===== config.mk =====
export PLATFORM = sky130hd
export DESIGN_NAME = ofc_regs
export DESIGN_NICKNAME = d
export VERILOG_FILES = /design/src/hw/ofc_pkg.sv /design/src/hw/ofc_regs.sv
export VERILOG_INCLUDE_DIRS = /design/src /design/src/hw
export SDC_FILE = /design/constraint.sdc
export NUM_CORES = 1
export LEC_CHECK = 0
export BUFFER_PORTS_ARGS = -buffer_cell sky130_fd_sc_hd__clkbuf_2
export CORE_MARGIN = 2
export CORE_UTILIZATION = 45
export CTS_BUF_LIST = sky130_fd_sc_hd__clkbuf_4
export DETAILED_ROUTE_END_ITERATION = 8
export GPL_TIMING_DRIVEN = 1
export PLACE_DENSITY_LB_ADDON = 0.25
export SLEW_MARGIN = 20
export SYNTH_ARGS = -nofsm -noshare
export SYNTH_HDL_FRONTEND = slang
export SYNTH_SLANG_ARGS = --single-unit

===== constraint.sdc =====
create_clock -name ref_clk -period 5.6 [get_ports ref_clk]
set_input_delay 0.84 -clock ref_clk [delete_from_list [all_inputs] [get_ports ref_clk]]
set_output_delay 0.84 -clock ref_clk [all_outputs]
set_load 0.005 [all_outputs]

===== src/hw/ofc_defs.svh =====
// register addresses, field positions, reset values and decode constants
// assumes inclusion by the register module and by the bench
`ifndef OFC_DEFS_SVH
`define OFC_DEFS_SVH
`define OFC_ADDR_SEP_GAIN    8'h20
`define OFC_ADDR_PRI_GAIN    8'h21
`define OFC_ADDR_LED_CURRENT 8'h22
`define OFC_ADDR_PWR_CLOCK   8'h23
`define OFC_RESET_WORD       24'h000000
`define OFC_SPLIT_BIT        15
`define OFC_CAP_HI           5
`define OFC_CAP_LO           3
`define OFC_GAIN_HI          2
`define OFC_GAIN_LO          0
`define OFC_LED3_HI          17
`define OFC_LED3_LO          12
`define OFC_LED2_HI          11
`define OFC_LED2_LO          6
`define OFC_LED1_HI          5
`define OFC_LED1_LO          0
`define OFC_LED_WIDTH        6
`define OFC_LED_COUNT        3
`define OFC_SEP_MASK         24'h00803F
`define OFC_PRI_MASK         24'h00003F
`define OFC_LED_MASK         24'h03FFFF
`define OFC_PWR_MASK         24'h12421B
`define OFC_BIT_DYN_TX       20
`define OFC_BIT_RANGE2X      17
`define OFC_BIT_DYN_ADC      14
`define OFC_BIT_OSC          9
`define OFC_BIT_DYN_TIA      4
`define OFC_BIT_DYN_REST     3
`define OFC_BIT_RX_PD        1
`define OFC_BIT_FULL_PD      0
`define OFC_STEP_UA          17'h00320
`define OFC_STEP_2X_UA       17'h00640
`endif


===== src/hw/ofc_pkg.sv =====
// types shared by the optical front end control registers
// assumes ofc_defs.svh is on the include path
package ofc_pkg;
  typedef logic [23:0] ofc_word_type;
  typedef logic [7:0]  ofc_addr_type;
  typedef logic [2:0]  ofc_code_type;
  typedef logic [5:0]  ofc_led_code_type;
  typedef logic [21:0] ofc_ohm_type;      // feedback resistance in ohms
  typedef logic [7:0]  ofc_cap_type;      // feedback capacitance in 0.1 pF
  typedef logic [16:0] ofc_ua_type;       // led current in microamps
endpackage : ofc_pkg


===== src/hw/ofc_regs.sv =====
// control registers of an optical front end: gain, led current, power and clock
// assumes a serial engine ahead of it that delivers whole-word reads and writes
// Overview of operation
// - decode 3-bit gain code into 500k,250k,100k,50k,25k,10k,1M,2M ohms.
// - decode 3-bit capacitor code into 5,2.5,10,7.5,20,17.5,25,22.5 pF.
// - split enable clear: primary codes drive both sets; set: separate codes second.
// - led register holds three 6-bit codes at 17-12, 11-6, 5-0, read/write.
// - led code maps linearly, 0.8 mA per count, 63 gives 50.4 mA.
// - power register bit 17 doubles led full scale to 100.8 mA.
// - bit 20 powers down transmitter during dynamic power-down.
// - bit 14 powers down the ADC during dynamic power-down.
// - bit 4 powers down the transimpedance amplifier during dynamic power-down.
// - bit 3 powers down remaining ADC circuitry during dynamic power-down.
// - bit 9 selects internal 4 MHz oscillator; clear means external clock input.
// - bit 1 powers down the receive section.
// - bit 0 powers down the entire front end.
// - led current register at 22h resets to zero.
// - power and clock register at 23h resets to zero.
`timescale 1ns/1ps
`include "ofc_defs.svh"
module ofc_regs
  import ofc_pkg::*;
(
  input  wire logic             ref_clk,
  input  wire logic             rstn,
  input  wire ofc_pkg::ofc_addr_type reg_addr,
  input  wire ofc_pkg::ofc_word_type reg_wdata,
  input  wire logic             reg_write,
  input  wire logic             reg_read,
  input  wire logic             dyn_pd_phase,
  output ofc_pkg::ofc_word_type reg_rdata,
  output ofc_pkg::ofc_ohm_type  rf1_ohm,
  output ofc_pkg::ofc_cap_type  cf1_tenth_pf,
  output ofc_pkg::ofc_ohm_type  rf2_ohm,
  output ofc_pkg::ofc_cap_type  cf2_tenth_pf,
  output ofc_pkg::ofc_ua_type   led1_current_ua,
  output ofc_pkg::ofc_ua_type   led2_current_ua,
  output ofc_pkg::ofc_ua_type   led3_current_ua,
  output logic                  tx_off,
  output logic                  adc_off,
  output logic                  tia_off,
  output logic                  adc_rest_off,
  output logic                  rx_off,
  output logic                  front_end_off,
  output logic                  internal_osc_on,
  output logic                  clk_pin_is_input
);
  import ofc_pkg::*;

  ofc_word_type sep_gain;
  ofc_word_type pri_gain;
  ofc_word_type led_drive_current;
  ofc_word_type power_clock_control;
  ofc_ua_type   led_next_ua [`OFC_LED_COUNT];

  function automatic ofc_ohm_type gain_ohm(input ofc_code_type code);
    case (code)
      3'h0:    gain_ohm = 22'd500000;
      3'h1:    gain_ohm = 22'd250000;
      3'h2:    gain_ohm = 22'd100000;
      3'h3:    gain_ohm = 22'd50000;
      3'h4:    gain_ohm = 22'd25000;
      3'h5:    gain_ohm = 22'd10000;
      3'h6:    gain_ohm = 22'd1000000;
      default: gain_ohm = 22'd2000000;
    endcase
  endfunction : gain_ohm

  function automatic ofc_cap_type cap_tenth(input ofc_code_type code);
    case (code)
      3'h0:    cap_tenth = 8'd50;
      3'h1:    cap_tenth = 8'd25;
      3'h2:    cap_tenth = 8'd100;
      3'h3:    cap_tenth = 8'd75;
      3'h4:    cap_tenth = 8'd200;
      3'h5:    cap_tenth = 8'd175;
      3'h6:    cap_tenth = 8'd250;
      default: cap_tenth = 8'd225;
    endcase
  endfunction : cap_tenth

  // register writes; reserved bits are masked off so they always read zero,
  // which keeps the device safe even when a host ignores the must-write-zero duty
  always_ff @(posedge ref_clk or negedge rstn)
  begin
    if (!rstn)
    begin
      sep_gain            <= `OFC_RESET_WORD;
      pri_gain            <= `OFC_RESET_WORD;
      led_drive_current   <= `OFC_RESET_WORD;
      power_clock_control <= `OFC_RESET_WORD;
    end
    else if (reg_write)
    begin
      if (reg_addr == `OFC_ADDR_SEP_GAIN)
        sep_gain <= reg_wdata & `OFC_SEP_MASK;
      else if (reg_addr == `OFC_ADDR_PRI_GAIN)
        pri_gain <= reg_wdata & `OFC_PRI_MASK;
      else if (reg_addr == `OFC_ADDR_LED_CURRENT)
        led_drive_current <= reg_wdata & `OFC_LED_MASK;
      else if (reg_addr == `OFC_ADDR_PWR_CLOCK)
        power_clock_control <= reg_wdata & `OFC_PWR_MASK;
    end
  end

  // read data, one cycle after the strobe; unmapped addresses read zero
  always_ff @(posedge ref_clk or negedge rstn)
  begin
    if (!rstn)
      reg_rdata <= `OFC_RESET_WORD;
    else if (reg_read)
    begin
      if (reg_addr == `OFC_ADDR_SEP_GAIN)
        reg_rdata <= sep_gain;
      else if (reg_addr == `OFC_ADDR_PRI_GAIN)
        reg_rdata <= pri_gain;
      else if (reg_addr == `OFC_ADDR_LED_CURRENT)
        reg_rdata <= led_drive_current;
      else if (reg_addr == `OFC_ADDR_PWR_CLOCK)
        reg_rdata <= power_clock_control;
      else
        reg_rdata <= `OFC_RESET_WORD;
    end
  end

  // feedback set selection; outputs lag the register by one cycle
  always_ff @(posedge ref_clk or negedge rstn)
  begin
    if (!rstn)
    begin
      rf1_ohm      <= 22'd0;
      cf1_tenth_pf <= 8'd0;
      rf2_ohm      <= 22'd0;
      cf2_tenth_pf <= 8'd0;
    end
    else
    begin
      rf1_ohm      <= gain_ohm(pri_gain[`OFC_GAIN_HI:`OFC_GAIN_LO]);
      cf1_tenth_pf <= cap_tenth(pri_gain[`OFC_CAP_HI:`OFC_CAP_LO]);
      if (sep_gain[`OFC_SPLIT_BIT])
      begin
        rf2_ohm      <= gain_ohm(sep_gain[`OFC_GAIN_HI:`OFC_GAIN_LO]);
        cf2_tenth_pf <= cap_tenth(sep_gain[`OFC_CAP_HI:`OFC_CAP_LO]);
      end
      else
      begin
        rf2_ohm      <= gain_ohm(pri_gain[`OFC_GAIN_HI:`OFC_GAIN_LO]);
        cf2_tenth_pf <= cap_tenth(pri_gain[`OFC_CAP_HI:`OFC_CAP_LO]);
      end
    end
  end

  // led current: fixed step per count, step doubled in the wide range;
  // code 63 gives 50.4 mA, the nominal 50 mA full scale rounded by the step
  wire ofc_ua_type step_ua = power_clock_control[`OFC_BIT_RANGE2X] ?
                             `OFC_STEP_2X_UA : `OFC_STEP_UA;

  // one multiplier per led field, field i sits at bits 6*i upward
  for (genvar i = 0; i < `OFC_LED_COUNT; i++)
  begin : g_led
    assign led_next_ua[i] =
      17'(led_drive_current[i * `OFC_LED_WIDTH +: `OFC_LED_WIDTH] * step_ua);
  end

  always_ff @(posedge ref_clk or negedge rstn)
  begin
    if (!rstn)
    begin
      led1_current_ua <= 17'd0;
      led2_current_ua <= 17'd0;
      led3_current_ua <= 17'd0;
    end
    else
    begin
      led1_current_ua <= led_next_ua[0];
      led2_current_ua <= led_next_ua[1];
      led3_current_ua <= led_next_ua[2];
    end
  end

  // power and clock controls; full power-down overrides every other power-down output, not the clock select
  always_ff @(posedge ref_clk or negedge rstn)
  begin
    if (!rstn)
    begin
      tx_off           <= 1'b0;
      adc_off          <= 1'b0;
      tia_off          <= 1'b0;
      adc_rest_off     <= 1'b0;
      rx_off           <= 1'b0;
      front_end_off    <= 1'b0;
      internal_osc_on  <= 1'b0;
      clk_pin_is_input <= 1'b1;
    end
    else
    begin
      front_end_off <= power_clock_control[`OFC_BIT_FULL_PD];
      rx_off        <= power_clock_control[`OFC_BIT_FULL_PD] |
                       power_clock_control[`OFC_BIT_RX_PD];
      tx_off        <= power_clock_control[`OFC_BIT_FULL_PD] |
                       (dyn_pd_phase & power_clock_control[`OFC_BIT_DYN_TX]);
      adc_off       <= power_clock_control[`OFC_BIT_FULL_PD] |
                       (dyn_pd_phase & power_clock_control[`OFC_BIT_DYN_ADC]);
      tia_off       <= power_clock_control[`OFC_BIT_FULL_PD] |
                       (dyn_pd_phase & power_clock_control[`OFC_BIT_DYN_TIA]);
      adc_rest_off  <= power_clock_control[`OFC_BIT_FULL_PD] |
                       (dyn_pd_phase & power_clock_control[`OFC_BIT_DYN_REST]);
      internal_osc_on  <= power_clock_control[`OFC_BIT_OSC];
      clk_pin_is_input <= ~power_clock_control[`OFC_BIT_OSC];
    end
  end
endmodule : ofc_regs


==> summary.md, run 1 <==
| Metric | Value |
|---|---|
| Clk_lat worst skew | 570 ps |
| Placed Cells | 1116 |
| CTS Buffer Depth | 2 |
| Cells after Synth | 755 |
| Final Critical Period | 3800 ps |
| Number of buffers added for setup after CTS | 0 |
| Reg clk slew, reported paths | 160 ps |
| Outcome | finished, final reports clean |
| Total gr overflow | 0 |
| Largest net degree at the start of global routing | 75 |
| EDFF count, synth | 0 |
| Placed cell areas | 9240 µm² |
| Final setup fails | 0 |
| Highest clock rate | 263 MHz |
| Layout area overhead | 14.0% |
| Synthesized cell area | 8380 µm² |
| 1st-pass router iterations | 4 |
| Fraction of layout cells with a size suffix above 1 | 26.8% |
| Final std cells w/o fill | 1152 |
| FP Rows | 49 |
| Final Cycle Share | 67.8% |
| CTS H-tree depth | 4 |
| Drt drc | 0 |
| Max-cap viol count | 0 |
| CTS tree | yes |
| Final instance area | 9560 µm² |
| First-pass GRT wire length | 27400 µm |
| CP Max Fanout | 43 |
| Sequential cell area fraction in the yosys report | 45.4% |
| Cell Chain, Critical Path | buf_4 -> and2_1 -> or2_2 -> fa_1 -> inv_1 -> fa_1 -> inv_1 -> ha_1 -> a21oi_1 -> nor2b_1 -> a311o_1 -> o31a_1 -> xor2_1 |
| Port Buffers | 144 |
| Final core utilization | 52.7% |
| Die area | 19700 µm² |
| Hpwl dp | 12800 µm |
| Die Y | 140 µm |
| Worst r2r src | power_clock_control[17]$_DFFE_PN0P_ |
| Kind of critical path | reg -> reg |
| Hold_ws | 452 ps |
| Gpl congestion | 0.775 |
| Synth area leader | dfrtp_1 |
| Rel. slew slack | 34.6% |
| Sinks on Clock Net | 152 |
| Routed wire length | 17000 µm |
| Unrepaired setup endpoints after global routing | false |
| Initial antenna violation count | 2 |
| Setup_tns | 0 ps |
| Routed Antenna Nets | 0 |
| R2r setup slk | 1800 ps |
| Post-synth top flop | dfrtp_1 |
| Hold_sp | power_clock_control[9]$_DFFE_PN0P_ |
| CP max stage delay | 540 ps |
| Wire per inst | 14.7 µm |
| Via density per instance | 4.80 |
| Slew @ Worst Pin | 981 ps |
| Worst Setup SP | power_clock_control[17]$_DFFE_PN0P_ |
| Cell with the most instances after synthesis | dfrtp_1 |
| Post-synth top area share | 45.1% |
| Slew Limit Fails | 0 |
| Post-synth ARST share | 100% |
| Fin. Hold Viols | 0 |
| # resized after CTS | 0 |
| Crit path required time | 6070 ps |
| Clk root buf | clkbuf_4 |
| Die Wd | 140 µm |
| P_leak | 5.20 nW |
| Netlist cell types | 54 |
| I/O Pins | 180 |
| Hold Path Class | reg -> reg |
| Mapped Avg Cell Area | 11.1 µm² |
| Yosys Warn Count | 0 |
| PD cells | 240 nW/µm² |
| Yosys reg bits | 152 |
| Num CTS Buffers | 17 |
| Synth top cells by count | dfrtp_1, inv_1, ha_1 |
| Final nets | 1042 |
| All-layer global routing usage | 17.7% |
| Vias in the first global route | 5362 |
| Crit. End Element | flip-flop |
| DRT iter0 DRCs | 268 |
| Worst vdd ir | 123 µV |
| Clock Skew | 23.6 ps |
| CP max-delay cell | fa_1 |
| Initial core utilization | 46.2% |
| Area contributors post-synth | dfrtp_1, ha_1, fa_1 |
| Filler cells | 1675 |
| Worst setup SP type | flip-flop |
| Vias | 5530 |
| CP arrival | 4260 ps |
| Core Region | 18100 µm² |
per-stage QoR:
stage | setup WS [ps] | total power, mW
3_3_place_gp | 1850 | 1.62
5_1_grt | 1540 | 2.44
6_report | 1800 | 2.29
3_5_place_dp | 1810 | 1.63
2_1_floorplan | 1820 | 1.48
4_1_cts | 1790 | 2.33
cell families after synthesis:
group           Yosys count  share of synthesized area [%]
compound gates          101                           7.57
xor+xnor                 28                           2.93
fa+ha+maj                98                           17.5
buf+inv                 157                           8.58
flops                   152                           45.4
mux                      54                           7.84
other cells               2                         0.0896
simple gates            163                           10.1
what timing repair did:
action                                  in CTS  in global routing
endpoints found under the setup margin       0                  0
hold endpoints to repair                     4                  0
hold buffers                                 1                  0
report_power, final:
part / switching, mW / internal [mW] / total [mW] / leakage (nW)
combinational: 0.205 / 0.170 / 0.375 / 3.07
sequential: 0.0447 / 1.18 / 1.22 / 1.97
clock: 0.482 / 0.213 / 0.695 / 0.161
total: 0.732 / 1.56 / 2.29 / 5.20
routing by layer:
layer	wire (µm)	share of wire (%)	up-vias	global-route usage (%)
met2	8270	49	134	29.2
met5	0	0	-	0
met1	7630	45	2664	23.6
li1	-	-	2719	-
met3	827	4.9	13	4.14
met4	227	1.3	0	5.47
sequential cells by signal, indices dropped and copies added (netlist names):
signal	flops
adc_off	1
pri_gain	6
adc_rest_off	1
power_clock_control	8
led3_current_ua	12
reg_rdata	19
clk_pin_is_input	1
tia_off	1
cf2_tenth_pf	8
rx_off	1
sep_gain	7
tx_off	1
led2_current_ua	12
led_drive_current	18
led1_current_ua	12
rf1_ohm	17
cf1_tenth_pf	8
rf2_ohm	17
internal_osc_on	1
front_end_off	1
cell usage in the layout (no fill, tap or decap), types with 4 or more instances in the layout:
cell type,count
a21o_1,11
a21oi_1,24
and2_1,12
and3_1,4
buf_4,4
clkbuf_2,143
clkbuf_4,17
clkinv_8,4
conb_1,46
dfrtp_1,151
fa_1,32
ha_1,66
inv_1,96
inv_8,7
mux2_2,45
mux4_2,4
nand2_1,53
nand2b_1,10
nand3_1,8
nor2_1,35
nor2b_1,20
o21a_1,6
o21ai_0,24
o22ai_1,15
or2_2,8
xnor2_1,20
xor2_1,8
worst paths after layout:
kind | to | cells past startpoint
setup / recovery | led3_current_ua[15]$_DFF_PN0_ | 13
hold / removal | internal_osc_on$_DFF_PN0_ | 0
setup reg to reg | led3_current_ua[15]$_DFF_PN0_ | 13
hold reg to reg | internal_osc_on$_DFF_PN0_ | 0
max in group asynchronous | pri_gain[2]$_DFFE_PN0P_ | 3
min in group asynchronous | led2_current_ua[14]$_DFF_PN0_ | 2
final cells by class:
| cell class | count | area, µm² | share of cell area (%) |
|---|---|---|---|
| repair buffers | 149 | 767 | 8.02 |
| multi-input cells | 490 | 4020 | 42.1 |
| flip-flops and latches | 152 | 3800 | 39.8 |
| clock inverters | 15 | 178 | 1.86 |
| well taps | 229 | 287 | 3.00 |
| diodes | 3 | 7.51 | 0.0785 |
| inverters | 97 | 364 | 3.81 |
| clock buffers | 17 | 128 | 1.34 |
worst max-delay path: cells and delay by family (launching register included):
kind,cells,cell delay [ps]
XOR/XNOR,1,140
buffers and inverters,3,350
adder cells (fa/ha/maj),3,1420
AO/OA/AOI/OAI,3,770
AND/OR/NAND/NOR,3,600
flip-flops,1,420
Power figures use the tool's default switching activity.
==> run 2, diff against run 1 <==
--- a/config.mk
+++ b/config.mk
@@ -6,6 +6,7 @@
 export SDC_FILE = /design/constraint.sdc
 export NUM_CORES = 1
 export LEC_CHECK = 0
+export ABC_AREA = 1
 export BUFFER_PORTS_ARGS = -buffer_cell sky130_fd_sc_hd__clkbuf_2
 export CORE_MARGIN = 2
 export CORE_UTILIZATION = 45
==> constraint.sdc (replaced) <==
create_clock -name ref_clk -period 3.95 [get_ports ref_clk]
set_input_delay 0.5925 -clock ref_clk [delete_from_list [all_inputs] [get_ports ref_clk]]
set_output_delay 0.5925 -clock ref_clk [all_outputs]
set_load 0.005 [all_outputs]
==> summary.md, run 2 <==
| Metric | Value |
|---|---|
| Outcome | finished, final reports clean |
| Worst setup SP type | flip-flop |
| Routed met3 length | 1050 µm |
| Largest registers | reg_rdata: 19 flops, led_drive_current: 18 flops |
| Post-place setup slack | 426 ps |
| Largest register FFs | 19 |
| First-pass GRT wire length | 30400 µm |
| CP Max Fanout | 19 |
| Post-synth ARST share | 100% |
| Crit path required time | 4440 ps |
| Unrepaired setup endpoints after global routing | false |
| Core Region | 18600 µm² |
| Synth area leader | dfrtp_1 |
| Num CTS Buffers | 17 |
| Sequential cell area fraction in the yosys report | 44.6% |
| Fin. Hold Viols | 0 |
| Hold Path Class | in -> async |
| Fraction of layout cells with a size suffix above 1 | 18.7% |
| CTS tree | yes |
| I/O Pins | 180 |
| Yosys reg bits | 152 |
| Number of buffers added for setup after CTS | 0 |
| Vias in the first global route | 6149 |
| CP max stage delay | 570 ps |
| Met2 WL | 8650 µm |
| Crit. End Element | flip-flop |
| Highest clock rate | 281 MHz |
| Total chip power | 4.80 mW |
| CTS H-tree depth | 4 |
| Hold-fix buffers, CTS | 0 |
| Kind of critical path | reg -> reg |
| Routed wire length | 18300 µm |
| Port Buffers | 144 |
| Routed Antenna Nets | 0 |
| Synth top cells by count | nand2_1, inv_1, dfrtp_1 |
| Total gr overflow | 0 |
| Initial antenna violation count | 1 |
| Clk_lat worst skew | 570 ps |
| Sinks on Clock Net | 152 |
| Final Cycle Share | 90.2% |
| Mapped Avg Cell Area | 9.06 µm² |
| Max-cap viol count | 0 |
| Cell Chain, Critical Path | buf_4 -> nand2_1 -> inv_1 -> fa_1 -> inv_1 -> fa_1 -> fa_1 -> inv_1 -> ha_1 -> a21oi_1 -> o21ai_0 -> a21oi_1 -> xor2_1 |
| Slew Limit Fails | 0 |
| CP max-delay cell | dfrtp_1 |
| Die Y | 142 µm |
| Post-synth top flop | dfrtp_1 |
| Final nets | 1232 |
| All-layer global routing usage | 19.3% |
| Synthesized cell area | 8530 µm² |
| 1st-pass router iterations | 7 |
| Setup_tns | 0 ps |
| Final Critical Period | 3560 ps |
| Gpl congestion | 0.820 |
| Top sig layer | met4 |
| CP delay by family, top | adder cells |
| Rel. slew slack | 40.5% |
| # resized after CTS | 0 |
| CP bufs+invs | 4 |
| Filler cells | 1820 |
| Clk root buf | clkbuf_4 |
| Drt drc | 0 |
| FP Rows | 50 |
| P_leak | 5.35 nW |
| Layout area overhead | 13.1% |
| PD cells | 497 nW/µm² |
| Vias | 6297 |
| Hpwl dp | 14000 µm |
| Hold_ws | 61.4 ps |
| CP arrival | 4060 ps |
| M1 wire length | 8450 µm |
| Reg clk slew, reported paths | 150 ps |
| Slew @ Worst Pin | 893 ps |
| Area contributors post-synth | dfrtp_1, ha_1, nand2_1 |
| Worst Setup SP | power_clock_control[17]$_DFFE_PN0P_ |
| Die area | 20100 µm² |
| Commonest non-fill, non-tap cell in the layout | nand2_1 |
| Netlist cell types | 41 |
| DRT iter0 DRCs | 330 |
| Cell with the most instances after synthesis | nand2_1 |
| Cells after Synth | 942 |
| Clock Skew | 15.8 ps |
| Wire per inst | 13.6 µm |
| CTS Buffer Depth | 2 |
| Final worst slack | 388 ps |
| Die Wd | 142 µm |
| Most frequent cells in the layout | nand2_1, inv_1, dfrtp_1, clkbuf_2, ha_1 |
| Post-synth top area share | 44.3% |
| Yosys Warn Count | 0 |
| Final setup fails | 0 |
| Top reg by flops | reg_rdata |
| Via density per instance | 4.68 |
| Initial core utilization | 45.8% |
| EDFF count, synth | 0 |
| Largest net degree at the start of global routing | 97 |
| Worst r2r src | power_clock_control[17]$_DFFE_PN0P_ |
| Worst vdd ir | 396 µV |
| R2r setup slk | 390 ps |
[run 2: area by class of cell]
class / count / area (µm²) / area share (%)
timing repair buffer: 148 / 769 / 7.97
sequential: 152 / 3800 / 39.4
clock buffer: 17 / 128 / 1.32
clock inverter: 15 / 133 / 1.37
antenna: 2 / 5.00 / 0.0519
inverter: 159 / 597 / 6.19
multi-input combinational: 619 / 3920 / 40.6
tap: 234 / 293 / 3.03
[run 2: power by group]
group | switching (mW) | internal [mW] | leakage, nW
clock | 0.634 | 0.273 | 0.135
sequential | 0.0924 | 1.80 | 1.79
combinational | 1.17 | 0.823 | 3.42
[run 2: final timing paths]
| path | to | cells after the start |
|---|---|---|
| setup / recovery | led2_current_ua[14]$_DFF_PN0_ | 13 |
| hold / removal | led3_current_ua[13]$_DFF_PN0_ | 1 |
| setup reg to reg | led2_current_ua[14]$_DFF_PN0_ | 13 |
| hold reg to reg | internal_osc_on$_DFF_PN0_ | 0 |
| max in group asynchronous | clk_pin_is_input$_DFF_PN1_ | 2 |
| min in group ref_clk | led_drive_current[7]$_DFFE_PN0P_ | 3 |
[run 2: cells by family (layout without fill, tap and decap cells)]
group                      Yosys count  in the layout  share of synthesized area, %
AOI/OAI and AO/OA                  127            127                          8.56
xor gates and xnor gates            15             15                          1.54
adders and majority gates           98             98                          17.2
buffers and inverters              215            339                          11.4
DFF                                152            152                          44.6
other                                2             48                        0.0880
and+or+nand+nor                    333            333                          16.6
[run 2: worst reg2reg max path: cells and delay by family, from the launching register on]
| kind | cells | cell delay [ps] |
|---|---|---|
| xor+xnor | 1 | 150 |
| compound gates | 3 | 570 |
| simple gates | 1 | 100 |
| fa+ha+maj | 4 | 1610 |
| buf+inv | 4 | 510 |
| flops | 1 | 570 |
[run 2: per-stage QoR]
stage	std cells	instance area (µm²)	util (%)
floorplan	986	8700	-
global placement	1312	9380	50.3
detailed placement	1312	9380	50.3
CTS	1344	9640	51.7
global route	1346	9650	51.8
finish	1346	9650	51.8
[run 2: metal layers]
layer	track usage, %	up-vias
li1	-	3192
met1	26.0	2938
met2	31.3	151
met3	5.03	16
met4	4.42	0
met5	0	-
